## src/rtl/grip_pkg.sv

```systemverilog
// constants for the gripper command interpreter
// assumes a single 125 mhz clock and cyclic process data presented as parallel words
package grip_pkg;
  localparam int CLK_MHZ = 125;
  // command word values
  localparam logic [15:0] CMD_IDLE     = 16'h0000;
  localparam logic [15:0] CMD_TRANSFER = 16'h0001;
  localparam logic [15:0] CMD_OUTWARD  = 16'h0100;
  localparam logic [15:0] CMD_INWARD   = 16'h0200;
  // profile selector values
  localparam logic [7:0] PROF_MOTOR_ON  = 8'h03;
  localparam logic [7:0] PROF_HOME_IN_X = 8'h11;
  // status word bit positions
  localparam int ST_MOTOR   = 1;
  localparam int ST_INMOT   = 2;
  localparam int ST_DONE    = 3;
  localparam int ST_BOOTED  = 6;
  localparam int ST_OUTER   = 8;
  localparam int ST_INNER   = 10;
  localparam int ST_XFER    = 12;
  localparam int ST_DIR_OUT = 13;
  localparam int ST_DIR_IN  = 14;
  localparam int ST_ERR     = 15;
  // fault codes
  localparam logic [15:0] FAULT_NONE   = 16'h0000;
  localparam logic [15:0] FAULT_STROKE = 16'h0001;
  // timing
  localparam int BOOT_NS     = 1000;
  localparam int BOOT_CYCLES = (BOOT_NS * CLK_MHZ + 999) / 1000;
  localparam int STORE_MS    = 2;
  // register bus offsets
  localparam logic [3:0] REG_IRQ_STATUS = 4'h0;
  localparam logic [3:0] REG_IRQ_MASK   = 4'h1;
  localparam logic [3:0] REG_STORED_POS = 4'h2;
  localparam logic [3:0] REG_MAX_STROKE = 4'h3;
  // interrupt status bits
  localparam int IRQ_XFER = 0;
  localparam int IRQ_HOMED = 1;
  localparam int IRQ_ARRIVE = 2;
  localparam int IRQ_N = 3;
  localparam logic [15:0] STROKE_MARGIN = 16'd75;
  localparam logic [15:0] MAX_STROKE_RST = 16'd4000;
endpackage

```

## src/rtl/gripper_parameter_handshake.sv

```systemverilog
// command interpreter: handshake, motor on, moves, inward special homing
// assumes process data words are synchronous to mclk_in; stop and boot pins are asynchronous
module gripper_parameter_handshake
  import grip_pkg::*;
#(
  parameter int POS_W = 16
) (
  // clock and reset
  input  wire logic             mclk_in,
  input  wire logic             nrst_in,
  // process data from controller
  input  wire logic [15:0]      command_word_in,
  input  wire logic [7:0]       profile_selector_in,
  input  wire logic [7:0]       recipe_index_in,
  input  wire logic [POS_W-1:0] position_window_in,
  input  wire logic [7:0]       clamp_force_in,
  input  wire logic [7:0]       travel_speed_in,
  input  wire logic [POS_W-1:0] outer_target_in,
  input  wire logic [POS_W-1:0] speed_change_point_in,
  input  wire logic [POS_W-1:0] learned_target_in,
  input  wire logic [POS_W-1:0] inner_target_in,
  // mechanics and boot pins
  input  wire logic             boot_done_in,
  input  wire logic             hard_stop_in,
  // retained position from non-volatile store
  input  wire logic [POS_W-1:0] retained_pos_in,
  // process data to controller
  output logic [15:0]           status_word_a_out,
  output logic [15:0]           fault_code_word_out,
  output logic [POS_W-1:0]      jaw_position_now_out,
  output logic                  reporting_out,
  // motion and store
  output logic                  motor_drive_out,
  output logic                  move_inward_out,
  output logic [7:0]            speed_out,
  output logic [7:0]            force_out,
  output logic                  store_pos_out,
  // register bus
  input  wire logic [3:0]       reg_addr_in,
  input  wire logic [15:0]      reg_wdata_in,
  input  wire logic             reg_wr_in,
  input  wire logic             reg_rd_in,
  output logic [15:0]           reg_rdata_out,
  output logic                  irq_out
);
  import grip_pkg::*;

  typedef enum logic [2:0] {BOOT, IDLE, ACK, MOVE, HOMING} state_t;
  state_t state;

  logic boot_m, boot_s, stop_m, stop_s;
  logic [15:0] boot_cnt;
  logic booted;
  logic [7:0] prof;
  logic [POS_W-1:0] win, outer_t, inner_t, pos;
  logic motor, dir_in, dir_out, at_inner, at_outer, inmot, done;
  logic [15:0] fault, max_stroke;
  logic [IRQ_N-1:0] irq_st, irq_mask, irq_ev;
  logic was_move;

  // pins cross into mclk domain
  always_ff @(posedge mclk_in or negedge nrst_in) begin
    if (!nrst_in) begin
      boot_m <= 1'b0;
      boot_s <= 1'b0;
      stop_m <= 1'b0;
      stop_s <= 1'b0;
    end else begin
      boot_m <= boot_done_in;
      boot_s <= boot_m;
      stop_m <= hard_stop_in;
      stop_s <= stop_m;
    end
  end

  // short settle after boot pin so reported data are valid
  always_ff @(posedge mclk_in or negedge nrst_in) begin
    if (!nrst_in) begin
      boot_cnt <= '0;
      booted   <= 1'b0;
    end else if (boot_s && !booted) begin
      boot_cnt <= boot_cnt + 16'd1;
      if (boot_cnt == 16'(BOOT_CYCLES - 1)) begin
        booted <= 1'b1;
      end
    end
  end

  // main sequencer
  always_ff @(posedge mclk_in or negedge nrst_in) begin
    if (!nrst_in) begin
      state   <= BOOT;
      prof    <= '0;
      win     <= '0;
      outer_t <= '0;
      inner_t <= '0;
      pos     <= '0;
      motor   <= 1'b0;
      dir_in  <= 1'b0;
      dir_out <= 1'b0;
      inmot   <= 1'b0;
      done    <= 1'b0;
      fault   <= FAULT_NONE;
    end else begin
      unique case (state)
        BOOT: begin
          if (booted) begin
            pos   <= retained_pos_in;
            state <= IDLE;
          end
        end
        IDLE: begin
          if (command_word_in == CMD_TRANSFER) begin
            // recipe index not decoded: take presented values as they stand for every recipe
            prof    <= profile_selector_in;
            win     <= position_window_in;
            outer_t <= outer_target_in;
            inner_t <= inner_target_in;
            inmot   <= 1'b0;
            state   <= ACK;
            if (profile_selector_in == PROF_MOTOR_ON) begin
              motor <= 1'b1;
              fault <= FAULT_NONE;
            end else if (profile_selector_in == PROF_HOME_IN_X) begin
              if (inner_target_in > max_stroke + STROKE_MARGIN) begin
                fault <= FAULT_STROKE;
              end else begin
                inmot <= 1'b1;
              end
            end
          end else if (command_word_in == CMD_INWARD && motor && !dir_in) begin
            dir_in  <= 1'b1;
            dir_out <= 1'b0;
            inmot   <= 1'b1;
            done    <= 1'b0;
            state   <= MOVE;
          end else if (command_word_in == CMD_OUTWARD && motor && !dir_out) begin
            dir_out <= 1'b1;
            dir_in  <= 1'b0;
            inmot   <= 1'b1;
            done    <= 1'b0;
            state   <= MOVE;
          end
        end
        ACK: begin
          if (command_word_in == CMD_IDLE) begin
            state <= inmot ? HOMING : IDLE;
          end
        end
        MOVE: begin
          // one position step per cycle; order drops if command released early
          if (command_word_in != (dir_in ? CMD_INWARD : CMD_OUTWARD)) begin
            inmot <= 1'b0;
            state <= IDLE;
          end else if (dir_in ? (pos >= inner_t) : (pos <= outer_t)) begin
            inmot <= 1'b0;
            done  <= 1'b1;
            state <= IDLE;
          end else begin
            pos <= dir_in ? pos + POS_W'(1) : pos - POS_W'(1);
          end
        end
        HOMING: begin
          if (stop_s) begin
            pos   <= inner_t;
            motor <= 1'b0;
            inmot <= 1'b0;
            done  <= 1'b1;
            state <= IDLE;
          end
        end
        default: state <= IDLE;
      endcase
    end
  end

  // position flags use the transferred window
  always_comb begin
    at_inner = (pos + win >= inner_t) && (pos <= inner_t + win);
    at_outer = (pos + win >= outer_t) && (pos <= outer_t + win);
  end

  // registered process data outputs
  always_ff @(posedge mclk_in or negedge nrst_in) begin
    if (!nrst_in) begin
      status_word_a_out    <= '0;
      fault_code_word_out  <= FAULT_NONE;
      jaw_position_now_out <= '0;
      reporting_out        <= 1'b0;
      motor_drive_out      <= 1'b0;
      move_inward_out      <= 1'b0;
      speed_out            <= '0;
      force_out            <= '0;
    end else begin
      reporting_out        <= (state != BOOT);
      jaw_position_now_out <= pos;
      fault_code_word_out  <= fault;
      status_word_a_out    <= '0;
      status_word_a_out[ST_BOOTED]  <= (state != BOOT);
      status_word_a_out[ST_MOTOR]   <= motor;
      status_word_a_out[ST_INMOT]   <= inmot;
      status_word_a_out[ST_DONE]    <= done;
      status_word_a_out[ST_OUTER]   <= at_outer;
      status_word_a_out[ST_INNER]   <= at_inner;
      status_word_a_out[ST_XFER]    <= (state == ACK);
      status_word_a_out[ST_DIR_OUT] <= dir_out;
      status_word_a_out[ST_DIR_IN]  <= dir_in;
      status_word_a_out[ST_ERR]     <= (fault != FAULT_NONE);
      motor_drive_out      <= motor && (state == MOVE || state == HOMING);
      move_inward_out      <= (state == HOMING) || (state == MOVE && dir_in);
      speed_out            <= travel_speed_in;
      force_out            <= clamp_force_in;
    end
  end

  // each completed handshake stores position for power-down
  always_ff @(posedge mclk_in or negedge nrst_in) begin
    if (!nrst_in) begin
      store_pos_out <= 1'b0;
      was_move      <= 1'b0;
    end else begin
      store_pos_out <= (state == ACK) && (command_word_in == CMD_IDLE);
      was_move      <= (state == MOVE);
    end
  end

  // interrupt events
  always_comb begin
    irq_ev = '0;
    irq_ev[IRQ_XFER]   = (state == IDLE) && (command_word_in == CMD_TRANSFER);
    irq_ev[IRQ_HOMED]  = (state == HOMING) && stop_s;
    irq_ev[IRQ_ARRIVE] = was_move && (state == IDLE) && done;
  end

  // status sticky, write one to clear, set wins
  always_ff @(posedge mclk_in or negedge nrst_in) begin
    if (!nrst_in) begin
      irq_st     <= '0;
      irq_mask   <= '0;
      max_stroke <= MAX_STROKE_RST;
      irq_out    <= 1'b0;
    end else begin
      if (reg_wr_in && reg_addr_in == REG_IRQ_STATUS) begin
        irq_st <= (irq_st & ~reg_wdata_in[IRQ_N-1:0]) | irq_ev;
      end else begin
        irq_st <= irq_st | irq_ev;
      end
      if (reg_wr_in && reg_addr_in == REG_IRQ_MASK) begin
        irq_mask <= reg_wdata_in[IRQ_N-1:0];
      end
      if (reg_wr_in && reg_addr_in == REG_MAX_STROKE) begin
        max_stroke <= reg_wdata_in;
      end
      irq_out <= |(irq_st & irq_mask);
    end
  end

  // read data one cycle after strobe; unmapped reads zero
  always_ff @(posedge mclk_in or negedge nrst_in) begin
    if (!nrst_in) begin
      reg_rdata_out <= '0;
    end else if (reg_rd_in) begin
      unique case (reg_addr_in)
        REG_IRQ_STATUS: reg_rdata_out <= 16'(irq_st);
        REG_IRQ_MASK:   reg_rdata_out <= 16'(irq_mask);
        REG_STORED_POS: reg_rdata_out <= 16'(pos);
        REG_MAX_STROKE: reg_rdata_out <= max_stroke;
        default:        reg_rdata_out <= '0;
      endcase
    end else begin
      reg_rdata_out <= '0;
    end
  end

  AST_ACK_RISES: assert property (@(posedge mclk_in) disable iff (!nrst_in)
    (state == IDLE && command_word_in == CMD_TRANSFER) |-> ##2 status_word_a_out[ST_XFER])
    else $error("acknowledge did not rise two cycles after transfer");
  AST_ACK_DROPS: assert property (@(posedge mclk_in) disable iff (!nrst_in)
    (state == ACK && command_word_in == CMD_IDLE) |-> ##2 !status_word_a_out[ST_XFER])
    else $error("acknowledge did not drop after command zero");
  AST_MOTOR_ON: assert property (@(posedge mclk_in) disable iff (!nrst_in)
    (state == IDLE && command_word_in == CMD_TRANSFER && profile_selector_in == PROF_MOTOR_ON)
    |-> ##2 status_word_a_out[ST_MOTOR])
    else $error("motor not reported on");
  AST_HOME_LOAD: assert property (@(posedge mclk_in) disable iff (!nrst_in)
    (state == HOMING && stop_s) |-> ##2 (jaw_position_now_out == $past(inner_t, 2)))
    else $error("homing did not load inner target");
  AST_HOME_OFF: assert property (@(posedge mclk_in) disable iff (!nrst_in)
    (state == HOMING && stop_s) |=> !motor)
    else $error("motor still on after homing");
  AST_BOOT_BIT: assert property (@(posedge mclk_in) disable iff (!nrst_in)
    (state == BOOT) |=> !status_word_a_out[ST_BOOTED])
    else $error("booted reported before boot");
  AST_READY_FAULT: assert property (@(posedge mclk_in) disable iff (!nrst_in)
    (state == IDLE && command_word_in == CMD_TRANSFER && profile_selector_in == PROF_MOTOR_ON)
    |-> ##2 (fault_code_word_out == FAULT_NONE))
    else $error("fault not cleared when ready");
  AST_RETAIN: assert property (@(posedge mclk_in) disable iff (!nrst_in)
    (state == BOOT && booted) |=> (pos == $past(retained_pos_in)))
    else $error("retained position not restored");
  AST_INWARD: assert property (@(posedge mclk_in) disable iff (!nrst_in)
    (state == MOVE && dir_in && command_word_in == CMD_INWARD && pos < inner_t)
    |=> (pos == $past(pos) + POS_W'(1)))
    else $error("inward move did not advance");
  AST_TAKE_PARAMS: assert property (@(posedge mclk_in) disable iff (!nrst_in)
    (state == IDLE && command_word_in == CMD_TRANSFER)
    |=> (inner_t == $past(inner_target_in) && outer_t == $past(outer_target_in)))
    else $error("presented parameters not taken");
  AST_STROKE_FAULT: assert property (@(posedge mclk_in) disable iff (!nrst_in)
    (state == IDLE && command_word_in == CMD_TRANSFER && profile_selector_in == PROF_HOME_IN_X
     && inner_target_in > max_stroke + STROKE_MARGIN) |=> (fault == FAULT_STROKE && !inmot))
    else $error("over-stroke target not refused");
  AST_ACK_HOLDS: assert property (@(posedge mclk_in) disable iff (!nrst_in)
    (state == ACK && command_word_in != CMD_IDLE) |=> (state == ACK))
    else $error("acknowledge left before command returned to zero");
  AST_NO_MOVE_OFF: assert property (@(posedge mclk_in) disable iff (!nrst_in)
    (state == IDLE && !motor) |=> (state != MOVE))
    else $error("move started with motor off");
  AST_MOVE_HELD: assert property (@(posedge mclk_in) disable iff (!nrst_in)
    (state == MOVE && command_word_in == CMD_IDLE) |=> (state == IDLE && !inmot))
    else $error("move continued after command released");
  AST_OUTWARD: assert property (@(posedge mclk_in) disable iff (!nrst_in)
    (state == MOVE && dir_out && command_word_in == CMD_OUTWARD && pos > outer_t)
    |=> (pos == $past(pos) - POS_W'(1)))
    else $error("outward move did not retreat");
  AST_REPORTING: assert property (@(posedge mclk_in) disable iff (!nrst_in)
    (state != BOOT) |=> reporting_out)
    else $error("reporting missing after boot");
endmodule

```

## config.mk

```make
export PLATFORM = sky130hd
export DESIGN_NAME = gripper_parameter_handshake
export DESIGN_NICKNAME = d
export VERILOG_FILES = /design/src/rtl/grip_pkg.sv /design/src/rtl/gripper_parameter_handshake.sv
export SDC_FILE = /design/constraint.sdc
export NUM_CORES = 1
export LEC_CHECK = 0
export ABC_AREA = 1
export BUFFER_PORTS_ARGS = -buffer_cell sky130_fd_sc_hd__buf_2
export CAP_MARGIN = 40
export CORE_MARGIN = 1
export CORE_UTILIZATION = 55
export DETAILED_ROUTE_END_ITERATION = 16
export PLACE_DENSITY = 0.86
export RECOVER_POWER = 100
export SETUP_SLACK_MARGIN = 0.02
export SYNTH_ARGS = -nofsm -noshare
export SYNTH_HDL_FRONTEND = slang
export SYNTH_SLANG_ARGS = --single-unit
```

## constraint.sdc

```tcl
create_clock -name mclk_in -period 3.46 [get_ports mclk_in]
set_clock_uncertainty 0.15 [all_clocks]
set_input_delay 0.519 -clock mclk_in [delete_from_list [all_inputs] [get_ports mclk_in]]
set_output_delay 0.519 -clock mclk_in [all_outputs]
set_load 0.005 [all_outputs]
```

; After elaboration in Yosys (flattened, before gate mapping)
; Index checks and enable logic that the tools add are counted.
[word_totals]
register_bits = 211
latch_bits = 0
ramBits = 0
mem_bits_ro = 0
inputBits = 170
output_inout_bits = 85
wordCells = 167
mem_count = 0
[op_classes]
n_addsub = 7
multipliers = 0
div_mod_pow = 0
order_cmp = 7
eq_ne = 26
n_shift = 0
mux = 46
bitwise = 6
reduce_logical = 43
[op_table]
columns = cell, n
row1 = two-way mux 16 bit, 9
row2 = case mux 16 bit (4 select lines), 1
row3 = adder 16 bit, 3
row4 = greater-or-equal comparator 16 bit, 3
row5 = <= comparator 16 bit, 3
row6 = case mux 16 bit (3 select lines), 1
row7 = adder 16 x 1 -> 16 bit (second input constant), 2
row8 = two-way mux 3 bit, 10
row9 = two-way mux 1 bit, 20
row10 = logical AND 1 bit, 17
row11 = adder 16 x 7 -> 16 bit (second input constant), 1
row12 = equality test 16 x 1 -> 1 bit (second input constant), 1
row13 = equality test 16 x 10 -> 1 bit (second input constant), 1
row14 = equality test 16 x 7 -> 1 bit (second input constant), 1
row15 = equality test 16 x 9 -> 1 bit (second input constant), 1
row16 = greater-than comparator 16 bit, 1
row17 = logical NOT 16 bit, 1
row18 = != test 16 x 10 -> 1 bit, 1
row19 = nonzero test 16 bit, 1
row20 = subtractor 16 x 1 -> 16 bit (second input constant), 1
row21 = case mux 3 bit (5 select lines), 1
row22 = != test 2 bit (second input constant), 7
row23 = AND reduction 4 bit, 3
row24 = two-way mux 10 bit, 1
row25 = other kinds (27), 44

; Logic depth before layout (Yosys ltp)
[depth]
ltp_word = 7
depth_mapped = 20

; Least setup slack after synthesis
; OpenSTA, ideal clock, no wires.
[synth_timing]
path_type = register -> register
start = register win[0]
end = register status_word_a_out[8]
setup_ns = 0.063
arrival_time_ns = 2.815
path_slack_ns = 0.432
path_stages_with_launch = 18
period_less_slack_ns = 3.028
cell_sequence = dfrtp_1 ha_1 inv_1 fa_1 o21ai_0 a21oi_1 o21ai_0 a31oi_1 xor2_1 ha_1 nand2_1 inv_1 nand4_1 nor4_1 nand3_1 o21ai_0 nand2_1 inv_1
[synth_between]
elab_chain_cells = 3
word_cells_on_any_way = 5
[synth_lines]
columns = element, line_no
row1 = from (decl), gripper_parameter_handshake.sv:55  ; logic [POS_W-1:0] win, outer_t, inner_t, pos;
row2 = from (signal assigned), gripper_parameter_handshake.sv:116  ; win <= position_window_in;
row3 = adder 16 bit, gripper_parameter_handshake.sv:180  ; at_outer = (pos + win >= outer_t) && (pos <= outer_t + win);
row4 = greater-or-equal comparator 16 bit / <= comparator 16 bit (equally long branches), gripper_parameter_handshake.sv:180
row5 = logical AND 1 bit (*), gripper_parameter_handshake.sv:180
row6 = net at_outer, gripper_parameter_handshake.sv:56  ; logic motor, dir_in, dir_out, at_inner, at_outer, inmot, done;
row7 = "to (signal, indexed assignment)", gripper_parameter_handshake.sv:199  ; status_word_a_out[ST_BOOTED] <= (state != BOOT);
row8 = "to (signal, indexed assignment)", gripper_parameter_handshake.sv:200  ; status_word_a_out[ST_MOTOR] <= motor;
row9 = "to (signal, indexed assignment)", gripper_parameter_handshake.sv:201  ; status_word_a_out[ST_INMOT] <= inmot;
row10 = to (decl), gripper_parameter_handshake.sv:28  ; output logic [15:0] status_word_a_out,
; Mark *: on every way through the listed nets, which the timed path passes. The rest lies on a longest branch.
; A chain may end at the register's enable or synchronous reset.

; Worst setup path in the final report
; Same ends and word-level chain as after synthesis.

==> results.yml <==
critical_path:
  cp-end-kind: "register"
  crit_required_ns: 3.70
  critPathKind: "reg2reg"
  worst_path_largest_cell_delay_ns: 0.43
  critPathMostFrequentCell: "inv_1"
  start_kind: "register"
  cp_slowest_cell: "dfrtp_2"
  arrival_ns: 3.55
  path_max_fanout: 4
  path_cells: "ha_2 > inv_1 > fa_2 > o21ai_1 > buf_4 > a21oi_1 > o21ai_0 > a31oi_1 > xor2_1 > ha_1 > nand2_1 > inv_1 > nand4_1 > nor4_2 > nand3_1 > o21ai_0 > nand2_1 > inv_1"
layout:
  finish.net_count: 2202
  utilization: 0.6609
  drive_above_1_share: 0.1548
  n_antenna_cell: 0
  finalNonFillerCells: 2180
  fillers: 1914
  syn_to_final_growth_pct: 16.92
routing:
  first_iter_violations: 1110
  totalWireLength_um: 38190
  drcViolationCount: 0
  vias: 12173
  postRouteAntennaNets: 0
  drt-vias-per-instance: 5.584
  wire_per_inst_um: 17.52
  firstDrtPassIters: 5
yosys:
  synthTopCellsByArea: "dfrtp_1, ha_1, nand2_1"
  synth.ff_latch_count: 179
  yosysUniqueCellTypes: 54
  synth.most_common_cell: "nand2_1"
  synth_edf_count: 0
  synthTopCellsByCount: "nand2_1, ha_1, dfrtp_1"
  async_flop_share: 1.000
  synth_top_cell_by_area: "dfrtp_1"
  synth_area_um2: 12870
  post_synth_inst_count: 1615
  synthFlopType: "dfrtp_1"
  ys_seq_area_frac: 0.3485
  synth_top_cell_area_share: 0.3362
  syn_area_per_cell_um2: 7.972
  yosys_warnings: 0
floorplan:
  fp.dieH_um: 155
  fp.dieArea_um2: 24030
  start_util: 0.5652
  chipWidth_um: 155
  row_count: 55
  core_um2: 22780
  io_pins: 255
grt:
  grt_pass1_vias: 11628
  grt_util_all_layers: 0.3239
  grt_remaining_overflow: 0
  grt_first_pass_wirelength_um: 59950
  grt_start_max_net_pins: 82
  antenna_found_initial: 0
cts:
  cts_htree_levels: 4
  insertion_delay_ns: 0.45
  clk_path_buf_depth: 2
  cts_root_buf: "clkbuf_16"
  cts_buffers: 17
  cts_num_sinks: 179
  clkTransAtPathRegs_ns: 0.09
  cts_tree: "yes"
timing:
  rsz0062_at_grt: "true"
  slew_violations: 82
  min_period_ns: 3.309
  post-route-period-util: 0.9565
  fmax_ghz: 0.3022
  worstMarginPinSlew_ns: 2.120
  max_slew_margin: -0.4133
  setup_viol: 0
  hold_viol_final: 0
outcome:
  outcome: "finished, violations left"
  violations: "capacitance limit, slew limit"
placement:
  numPortBuffers: 193
  gp_congestion: 0.9667
  dp_hpwl_um: 29470
  dpl.cell_count: 2146
power:
  ir_drop_uv: 295.4
  power.leakage_nw: 8.167
  p_per_area_nw_per_um2: 547.2
job:
  drv_cap: 1
worst_hold_path:
  hp-class: "in2reg"
## critical path: cells and delay by family, from the launching register on
kind / cells / cell delay (ns)
fa+ha+maj: 3 / 0.83
compound gates: 5 / 0.74
simple gates: 5 / 0.63
flops: 1 / 0.43
buf+inv: 4 / 0.31
xor+xnor: 1 / 0.17
## kinds of logic (layout without fill, tap and decap cells)
logic type | count (synthesis) | in the layout | share of synthesized area
other | 1 | 21 | 0.0002913
AOI/OAI and AO/OA | 268 | 268 | 0.1151
adders and majority gates | 178 | 178 | 0.1753
DFF | 179 | 179 | 0.3485
muxes | 10 | 10 | 0.008747
and+or+nand+nor | 681 | 681 | 0.2271
buffers and inverters | 225 | 457 | 0.07532
xor gates and xnor gates | 73 | 73 | 0.04966
## per-layer routing
layer	GRT usage	vias to the layer above	wire length, um
met5	0	-	0
met4	0.1405	0	1602
met3	0.04429	119	2841
met2	0.5307	554	17770
met1	0.4297	5665	15980
li1	-	5835	-
## report_power, final
part | switching (mW) | internal [mW] | total [mW] | leakage [nW]
sequential | 0.268 | 2.45 | 2.71 | 2.13
clock | 1.04 | 1.01 | 2.05 | 0.306
combinational | 2.26 | 1.22 | 3.47 | 5.73
total | 3.57 | 4.67 | 8.24 | 8.17
## worst paths after layout
| check | from | to | slack (ns) | cells past startpoint |
|---|---|---|---|---|
| worst min register to register | boot_m | boot_s | 0.20 | 0 |
| worst max-delay path | win[0] | status_word_a_out[8] | 0.15 | 18 |
| worst max register to register | win[0] | status_word_a_out[8] | 0.15 | 18 |
| min in group asynchronous | nrst_in | force_out[5] | 0.54 | 1 |
| worst min-delay path | hard_stop_in | stop_m | 0.01 | 1 |
| max in group asynchronous | nrst_in | reg_rdata_out[11] | 0.60 | 2 |
## metrics by stage
stage / TNS, ns / power, mW / cell area (um^2) / setup slack, ns / hold WS [ns]
after floorplan: 0 / 4.937 / 12950 / 0.4319 / 0.07341
after global placement: 0 / 6.016 / 14430 / 0.1376 / 0.1840
after detailed placement: 0 / 6.161 / 14430 / 0.07523 / 0.1865
after CTS: 0 / 8.237 / 15070 / 0.04704 / 0.003925
after global routing: -0.03821 / 8.750 / 15050 / -0.03221 / 0.003113
final: 0 / 8.238 / 15050 / 0.1506 / 0.01192
## final cells by class
type	count	area [um^2]	area share
Multi-Input combinational cell	1231	7601	0.5049
Sequential cell	179	4491	0.2983
Timing Repair Buffer	247	1261	0.08378
Inverter	178	669.4	0.04447
Clock buffer	17	425.4	0.02826
Tap cell	313	391.6	0.02602
Clock inverter	15	214.0	0.01421
## sequential cells by signal (all words and copies together) (netlist names), 3 cells and up
| signal | count |
|---|---|
| irq_st | 3 |
| jaw_position_now_out | 16 |
| boot_cnt | 16 |
| status_word_a_out | 9 |
| win | 16 |
| irq_mask | 3 |
| force_out | 8 |
| state | 3 |
| speed_out | 8 |
| outer_t | 16 |
| inner_t | 16 |
| pos | 16 |
| reg_rdata_out | 16 |
| max_stroke | 16 |
## timing repair
action | 4_1_cts | 5_1_grt
buffers inserted | 0 | 1
endpoints found under the hold margin | 0 | 1
resized for setup | 0 | 39
hold buffers | 0 | 1
setup endpoints to repair | 0 | 4
## layout by cell type, fill, tap and decap left out, drive strengths merged, types with 66 or more instances in the layout
cell | synthesis | routed
a21oi | 129 | 129
nand3 | 105 | 105
nand2 | 424 | 424
o21ai | 88 | 88
dfrtp | 173 | 173
inv | 178 | 184
nor2 | 82 | 82
buf | 36 | 197
clkbuf | 11 | 66
ha | 174 | 174
Note: power is estimated with default switching activity, not from simulation.
